<file path="src/afmt_pkg.sv">
package afmt_pkg;
  localparam int          SAMPLE_W      = 12;
  localparam logic [11:0] FS_POS_OB     = 12'hfff;
  localparam logic [11:0] FS_POS_TC     = 12'h7ff;
  localparam logic [11:0] FS_NEG_OB     = 12'h000;
  localparam logic [11:0] FS_NEG_TC     = 12'h800;

  // format select code: bit 1 picks two's complement, bit 0 picks falling-edge capture
  localparam int          FMT_W         = 2;
  localparam int          FMT_CODE_BIT  = 1;
  localparam int          FMT_EDGE_BIT  = 0;

  // serial word: 4 address bits then 12 data bits, msb first
  localparam int          SER_WORD_BITS = 16;
  localparam int          SER_CNT_W     = 4;
  localparam logic [3:0]  SER_LAST      = 4'hf;
  localparam int          SER_ADDR_LSB  = 12;
  localparam logic [3:0]  MODE_REG_ADDR = 4'h0;
  localparam int          PD_BIT        = 0;
  localparam logic [11:0] MODE_RESET    = 12'h000;

  localparam int          ADR_W         = 8;
  localparam logic [7:0]  ADR_STATUS    = 8'h00;
  localparam logic [7:0]  ADR_MASK      = 8'h04;
  localparam logic [7:0]  ADR_MODE      = 8'h08;
  localparam logic [7:0]  ADR_SAMPLE    = 8'h0c;

  localparam int          IRQ_W         = 2;
  localparam int          ST_RANGE_BIT  = 0;
  localparam int          ST_SERIAL_BIT = 1;
  localparam logic [1:0]  STATUS_RESET  = 2'h0;
  localparam logic [1:0]  MASK_RESET    = 2'h0;

  localparam int          PIN_W         = 6;
  localparam int          PIN_SER_DIN   = 0;
  localparam int          PIN_SER_SEL   = 1;
  localparam int          PIN_SCLK      = 2;
  localparam int          PIN_OE        = 3;
  localparam int          PIN_FMT_LSB   = 4;

  typedef enum logic [1:0] {
    SER_IDLE  = 2'b01,
    SER_SHIFT = 2'b10
  } afmt_ser_t;
endpackage : afmt_pkg

</file>
<file path="src/afmt_code_if.sv">
`timescale 1ns/1ps
interface afmt_code_if;
  logic [11:0] raw;
  logic        pos_over;
  logic        neg_over;
  logic        twos;
  logic [11:0] word;
  logic        at_limit;

  modport coder (input raw, input pos_over, input neg_over, input twos,
                 output word, output at_limit);
  modport user  (output raw, output pos_over, output neg_over, output twos,
                 input word, input at_limit);
endinterface : afmt_code_if

</file>
<file path="src/afmt_coder.sv">
`timescale 1ns/1ps
module afmt_coder (
  afmt_code_if.coder cif
);
  wire [11:0] ob_word;
  wire [11:0] tc_word;

  // positive overdrive wins if the core ever flags both at once
  assign ob_word = cif.pos_over ? afmt_pkg::FS_POS_OB :
                   cif.neg_over ? afmt_pkg::FS_NEG_OB :
                   cif.raw;
  assign tc_word = cif.pos_over ? afmt_pkg::FS_POS_TC :
                   cif.neg_over ? afmt_pkg::FS_NEG_TC :
                   {~cif.raw[11], cif.raw[10:0]};

  assign cif.word     = cif.twos ? tc_word : ob_word;
  // both codings hit full scale exactly when the offset word does
  assign cif.at_limit = (ob_word == afmt_pkg::FS_POS_OB) ||
                        (ob_word == afmt_pkg::FS_NEG_OB);
endmodule : afmt_coder

</file>
<file path="src/afmt_top.sv">
// Overview of operation
// - each result leaves as a 12-bit parallel word with the msb on the top line.
// - the out-of-range flag is 1 while the word sits at either full-scale limit, else 0.
// - the format select code picks one of four modes: coding and capture edge.
// - the receiver latches on the chosen ready-clock edge and data is aligned to that edge.
// - outside reset, data outputs float while output enable is low and are driven while it is high and power-down is clear.
// - positive overdrive gives 0xfff in offset binary and 0x7ff in two's complement.
// - negative overdrive gives 0x000 in offset binary and 0x800 in two's complement.
// - reset clears every internal mode register to zero.
// - data outputs are forced low for as long as reset is asserted.
// - mode registers are written only through the three-wire serial port.
// - the power-down mode bit floats the outputs.
`timescale 1ns/1ps
module afmt_top (
  input  wire logic        clk_i,
  input  wire logic        rst_i,
  input  wire logic        wb_cyc_i,
  input  wire logic        wb_stb_i,
  input  wire logic        wb_we_i,
  input  wire logic [7:0]  wb_adr_i,
  input  wire logic [3:0]  wb_sel_i,
  input  wire logic [31:0] wb_dat_i,
  output      logic [31:0] wb_dat_o,
  output      logic        wb_ack_o,
  output      logic        irq_o,
  input  wire logic [11:0] sample_i,
  input  wire logic        sample_valid_i,
  input  wire logic        pos_overdrive_i,
  input  wire logic        neg_overdrive_i,
  input  wire logic [1:0]  format_select_pin_i,
  input  wire logic        output_enable_i,
  input  wire logic        serial_clock_pin_i,
  input  wire logic        serial_select_pin_i,
  input  wire logic        serial_input_line_i,
  output      logic [11:0] data_o,
  output      logic        data_oe_o,
  output      logic        data_ready_clock_o,
  output      logic        out_of_range_flag_o,
  output      logic        power_down_o
);
  // pin synchronisers
  logic [5:0]  pin_meta;
  logic [5:0]  pin_sync;
  logic        sclk_prev;
  logic        sel_prev;

  // serial receiver
  afmt_pkg::afmt_ser_t ser_state;
  afmt_pkg::afmt_ser_t next_ser_state;
  logic [3:0]  ser_cnt;
  logic [3:0]  next_ser_cnt;
  logic [15:0] ser_shift;
  logic [15:0] next_ser_shift;
  logic        ser_commit;
  logic [11:0] mode_reg;

  // register file
  logic [1:0]  status;
  logic [1:0]  mask;
  logic        latch_pend;

  afmt_code_if cif ();

  afmt_coder u_coder (
    .cif (cif)
  );

  wire [1:0] fmt_sync  = pin_sync[afmt_pkg::PIN_FMT_LSB +: afmt_pkg::FMT_W];
  wire       oe_sync   = pin_sync[afmt_pkg::PIN_OE];
  wire       sclk_sync = pin_sync[afmt_pkg::PIN_SCLK];
  wire       sel_sync  = pin_sync[afmt_pkg::PIN_SER_SEL];
  wire       sdat_sync = pin_sync[afmt_pkg::PIN_SER_DIN];

  wire       twos_mode  = fmt_sync[afmt_pkg::FMT_CODE_BIT];
  wire       fall_latch = fmt_sync[afmt_pkg::FMT_EDGE_BIT];
  // data changes on the edge opposite to the one the receiver latches on
  wire       launch_lvl = fall_latch;
  wire       power_down = mode_reg[afmt_pkg::PD_BIT];
  wire       sclk_fall  = sclk_prev & ~sclk_sync;
  wire       sel_fall   = sel_prev & ~sel_sync;

  assign cif.raw      = sample_i;
  assign cif.pos_over = pos_overdrive_i;
  assign cif.neg_over = neg_overdrive_i;
  assign cif.twos    = twos_mode;

  assign power_down_o = power_down;

  always_ff @(posedge clk_i) begin
    if (rst_i) begin
      pin_meta  <= 6'h00;
      pin_sync  <= 6'h00;
      sclk_prev <= 1'b0;
      sel_prev  <= 1'b0;
    end else begin
      pin_meta  <= {format_select_pin_i, output_enable_i, serial_clock_pin_i,
                    serial_select_pin_i, serial_input_line_i};
      pin_sync  <= pin_meta;
      sclk_prev <= sclk_sync;
      sel_prev  <= sel_sync;
    end
  end

  // a frame opens on the falling edge of select and bits enter on falling serial clock;
  // a tied-low select never opens one, so default-mode boards cannot write by accident
  always_comb begin
    next_ser_state = ser_state;
    next_ser_cnt   = ser_cnt;
    next_ser_shift = ser_shift;
    ser_commit     = 1'b0;
    unique case (ser_state)
      afmt_pkg::SER_IDLE: begin
        if (sel_fall) begin
          next_ser_state = afmt_pkg::SER_SHIFT;
          next_ser_cnt   = 4'h0;
        end
      end
      afmt_pkg::SER_SHIFT: begin
        if (sel_sync) begin
          next_ser_state = afmt_pkg::SER_IDLE;
        end else if (sclk_fall) begin
          next_ser_shift = {ser_shift[14:0], sdat_sync};
          if (ser_cnt == afmt_pkg::SER_LAST) begin
            ser_commit     = 1'b1;
            next_ser_state = afmt_pkg::SER_IDLE;
          end else begin
            next_ser_cnt = ser_cnt + 4'h1;
          end
        end
      end
      default: begin
        next_ser_state = afmt_pkg::SER_IDLE;
      end
    endcase
  end

  wire mode_wr = ser_commit &&
                 (next_ser_shift[15:afmt_pkg::SER_ADDR_LSB] == afmt_pkg::MODE_REG_ADDR);

  always_ff @(posedge clk_i) begin
    if (rst_i) begin
      ser_state <= afmt_pkg::SER_IDLE;
      ser_cnt   <= 4'h0;
      ser_shift <= 16'h0000;
    end else begin
      ser_state <= next_ser_state;
      ser_cnt   <= next_ser_cnt;
      ser_shift <= next_ser_shift;
    end
  end

  always_ff @(posedge clk_i) begin
    if (rst_i) begin
      mode_reg <= afmt_pkg::MODE_RESET;
    end else if (mode_wr) begin
      mode_reg <= next_ser_shift[11:0];
    end
  end

  // wishbone slave: ack one cycle after the strobe, never two in a row
  wire        wb_req    = wb_cyc_i & wb_stb_i & ~wb_ack_o;
  wire        wb_wr     = wb_req & wb_we_i;
  wire        wb_rd     = wb_req & ~wb_we_i;
  wire        hit_stat  = (wb_adr_i == afmt_pkg::ADR_STATUS);
  wire        hit_mask  = (wb_adr_i == afmt_pkg::ADR_MASK);
  wire        hit_mode  = (wb_adr_i == afmt_pkg::ADR_MODE);
  wire        hit_samp  = (wb_adr_i == afmt_pkg::ADR_SAMPLE);
  wire        mask_wr   = wb_wr & hit_mask & wb_sel_i[0];
  wire        stat_clr  = wb_rd & hit_stat;
  wire [31:0] rd_mux    = hit_stat ? {30'h0, status} :
                          hit_mask ? {30'h0, mask} :
                          hit_mode ? {17'h0, oe_sync, fmt_sync, mode_reg} :
                          hit_samp ? {19'h0, out_of_range_flag_o, data_o} :
                          32'h0;

  wire [1:0]  events;
  assign events[afmt_pkg::ST_RANGE_BIT]  = sample_valid_i & cif.at_limit;
  assign events[afmt_pkg::ST_SERIAL_BIT] = ser_commit;
  // an event in the cycle of the clearing read survives it
  wire [1:0]  next_status = (stat_clr ? 2'h0 : status) | events;
  wire [1:0]  next_mask   = mask_wr ? wb_dat_i[1:0] : mask;

  always_ff @(posedge clk_i) begin
    if (rst_i) begin
      wb_ack_o <= 1'b0;
      wb_dat_o <= 32'h0;
      status   <= afmt_pkg::STATUS_RESET;
      mask     <= afmt_pkg::MASK_RESET;
      irq_o    <= 1'b0;
    end else begin
      wb_ack_o <= wb_req;
      wb_dat_o <= wb_rd ? rd_mux : 32'h0;
      status   <= next_status;
      mask     <= next_mask;
      irq_o    <= |(next_status & next_mask);
    end
  end

  // output stage: samples must be at least two clocks apart so each ready-clock
  // pulse completes before the next word launches
  always_ff @(posedge clk_i) begin
    if (rst_i) begin
      data_o              <= 12'h000;
      out_of_range_flag_o <= 1'b0;
      data_oe_o           <= 1'b1;
      data_ready_clock_o  <= 1'b0;
      latch_pend          <= 1'b0;
    end else begin
      if (sample_valid_i) begin
        data_o              <= cif.word;
        out_of_range_flag_o <= cif.at_limit;
      end
      data_oe_o <= oe_sync & ~power_down;
      if (sample_valid_i) begin
        data_ready_clock_o <= launch_lvl;
      end else if (latch_pend) begin
        data_ready_clock_o <= ~data_ready_clock_o;
      end
      latch_pend <= sample_valid_i;
    end
  end
endmodule : afmt_top

</file>
<file path="config.mk">
export PLATFORM = sky130hd
export DESIGN_NAME = afmt_top
export DESIGN_NICKNAME = d
export VERILOG_FILES = /design/src/afmt_pkg.sv /design/src/afmt_code_if.sv /design/src/afmt_coder.sv /design/src/afmt_top.sv
export SDC_FILE = /design/constraint.sdc
export NUM_CORES = 1
export LEC_CHECK = 0
export BUFFER_PORTS_ARGS = -buffer_cell sky130_fd_sc_hd__buf_2
export CORE_MARGIN = 1.5
export CORE_UTILIZATION = 49
export CTS_CLUSTER_DIAMETER = 150
export CTS_CLUSTER_SIZE = 40
export DETAILED_ROUTE_END_ITERATION = 12
export HOLD_SLACK_MARGIN = 0.15
export PLACE_DENSITY = 0.77
export SYNTH_ARGS = -nofsm -noshare
export SYNTH_HDL_FRONTEND = slang
export SYNTH_SLANG_ARGS = --single-unit
</file>
<file path="constraint.sdc">
create_clock -name clk_i -period 2.1 [get_ports clk_i]
set_clock_uncertainty 0.2 [all_clocks]
set_input_delay 0.315 -clock clk_i [delete_from_list [all_inputs] [get_ports clk_i]]
set_output_delay 0.315 -clock clk_i [all_outputs]
set_load 0.1 [all_outputs]
</file>
==> reports/metrics.cfg <==
[synth]
synth-seq-area-share_pct = 52.03
syn-mean-instance-area_um2 = 9.883
synth.distinct_cells = 42
synth_edf_count = 0
ys.flop_type = dfxtp_1
syn_inst = 327
synthArstFlopShare_pct = 0
synth_seq_cells = 84
ys_warn_count = 0
netlist_area_um2 = 3232

[critical_path]
endpoint_kind = flop
crit_chain = dlygate4sd3_1, buf_2, inv_1, nand2_2, a21oi_1, nor3_1, dlygate4sd3_1
crit_type = in -> reg
startpoint_type = primary input
cp_num_buf_inv = 4
slowest_stage = dlygate4sd3_1
path_max_fanout = 10
crit_top_cell = dlygate4sd3_1
critPathTopFamily = buffers and inverters
crit_required_ns = 2.14
slowest_delay_ns = 0.56
worstPathArrival_ns = 1.99

[global_routing]
grt_antenna_before_repair = 0
grt_use_total_pct = 20.11
grt_pass1_wl_um = 11250
grt_max_degree = 65
first_global_vias = 2476
grt_overflow = 0

[layout]
diodes = 0
syn_to_final_growth_pct = 24.31
n_fill_cell = 529
stdcell_count = 503
nets = 494
drive_gt1_share_pct = 25.12
largestRegisters = ser_shift: 15 flops, wb_dat_o: 15 flops

[routing]
first_pass_iters = 4
ant_nets = 0
highest_layer = met4
wl_met2_um = 3228
via_per_inst = 5.034
wirelength_um = 6755
post_drt_wl_per_cell_um = 13.43
drtIter0Drc = 124
vias = 2532
wl_met3_um = 356
wl_met1_um = 2973
drc_errors = 0

[sta]
drv_slew = 0
period_needed_ns = 1.956
finalSetupViolations = 0
min_period_over_period_pct = 93.13
max_clock_freq_mhz = 511.3
tns_ns = 0
rsz0062_at_grt = false
hold_viol = 0

[status]
status = complete, no violations

[cts]
ctsLongestPathBuffers = 2
cts_setup_buffers = 0
cts-root-buf = clkbuf_8
clk_latency_ns = 0.35
clk_pin_slew_ns = 0.08
numCtsBuffers = 9
clock-sinks = 84
cts_max_level = 3
cts_tree = built

[place]
portBuffers = 69
dp_hpwl_um = 4581
dp.cells = 463
gp_congestion = 0.8655

[job]
maxCapViolCount = 0

[die]
core_um2 = 6350
row_count = 29
dieArea_um2 = 7092
die_y_um = 84.22
die_x_um = 84.22
initial_utilization_pct = 50.90
io_pins = 120

[hold_path]
hold_path.class = in -> reg

[pwr]
p_leak_nw = 1.714
irDropWorstVdd_mv = 0.5036
cellPowerDensity_nw_per_um2 = 781.0
power_mw = 3.138

[final cells by class]
type                            count  area, um^2  share of cell area, %
Clock inverter                      3       15.01                 0.3737
Inverter                            4       15.01                 0.3737
Tap cell                           77       96.34                  2.398
Multi-Input combinational cell    221        1389                  34.57
Timing Repair Buffer              103       678.2                  16.88
Clock buffer                       11       141.4                  3.519
Sequential cell                    84        1683                  41.89
[routing by layer]
metal  vias up  global-route usage [%]
li1       1274                       -
met1      1155                   24.61
met3        17                   5.408
met2        86                   32.80
met5         -                       0
met4         0                   9.985
[final timing paths]
check	from	endpoint	slack, ns	cells after the start
max	pos_overdrive_i	data_o[5]	0.14	7
min	sample_i[10]	data_o[10]	0.17	3
max reg2reg	sclk_prev	mode_reg[1]	0.25	6
min reg2reg	pin_meta[0]	pin_sync[0]	0.24	1
[synthesized netlist by cell type (3+ instances only)]
cell,n,area [um^2]
a211oi_1,4,30.03
a211oi_2,8,100.1
a21oi_1,17,85.08
buf_4,19,142.6
clkbuf_1,11,41.29
dfxtp_1,84,1682
inv_1,4,15.01
mux2i_1,27,270.3
nand2_1,13,48.80
nand3b_1,3,22.52
nand4_1,8,50.05
nor2_1,58,217.7
nor2b_1,18,112.6
nor3_1,12,60.06
xnor2_1,3,26.28
[through the flow]
stage	area [um^2]	util (%)	hold WS, ns	setup WS, ns
after floorplan	3293	-	0.2138	0.3167
after global placement	3598	56.67	0.2182	0.2189
after detailed placement	3598	56.67	0.2220	0.2038
after CTS	4015	63.23	0.1706	0.1045
after global routing	4018	63.27	0.1909	0.04771
final	4018	63.27	0.1748	0.1443
[worst register-to-register path, stage by stage (launching register included)]
cell      delay (ns)
dfxtp_1         0.30
nor2b_1         0.23
nand3_1         0.26
nor3_4          0.25
buf_4           0.25
nor2_1          0.06
a211oi_1        0.22
[placed cells by master (no fill, tap or decap), types with 3 or more instances in the layout]
master and n:
dfxtp_1 83, buf_2 69, nor2_1 58, mux2i_1 27
dlygate4sd3_1 26, nor2b_1 18, a21oi_1 17, conb_1 17
nand2_1 12, nor3_1 12, clkbuf_8 10, a211oi_2 8
nand4_1 8, buf_4 7, inv_1 4, a211oi_1 4
nand3b_1 3, xnor2_1 3, clkinv_2 3
[kinds of logic (layout without fill, tap and decap cells)]
family	count (synthesis)	in the layout	share of synthesized area [%]
xor gates and xnor gates	5	5	1.355
DFF	84	84	52.03
adders and majority gates	1	1	0.3871
other	1	17	0.1160
muxes	29	29	9.756
and+or+nand+nor	133	133	21.10
AOI/OAI and AO/OA	36	36	8.324
buffers and inverters	38	121	6.930
[power by group]
part | switching [mW] | internal [mW]
clock network | 0.518 | 0.443
registers | 0.0230 | 1.63
logic | 0.399 | 0.124
total | 0.941 | 2.20
[timing repair]
action	CTS	global route
hold endpoints to repair	24	0
hold buffers	26	0
endpoints found under the setup margin	0	2
resized for setup	0	1
Power figures use the tool's default switching activity.
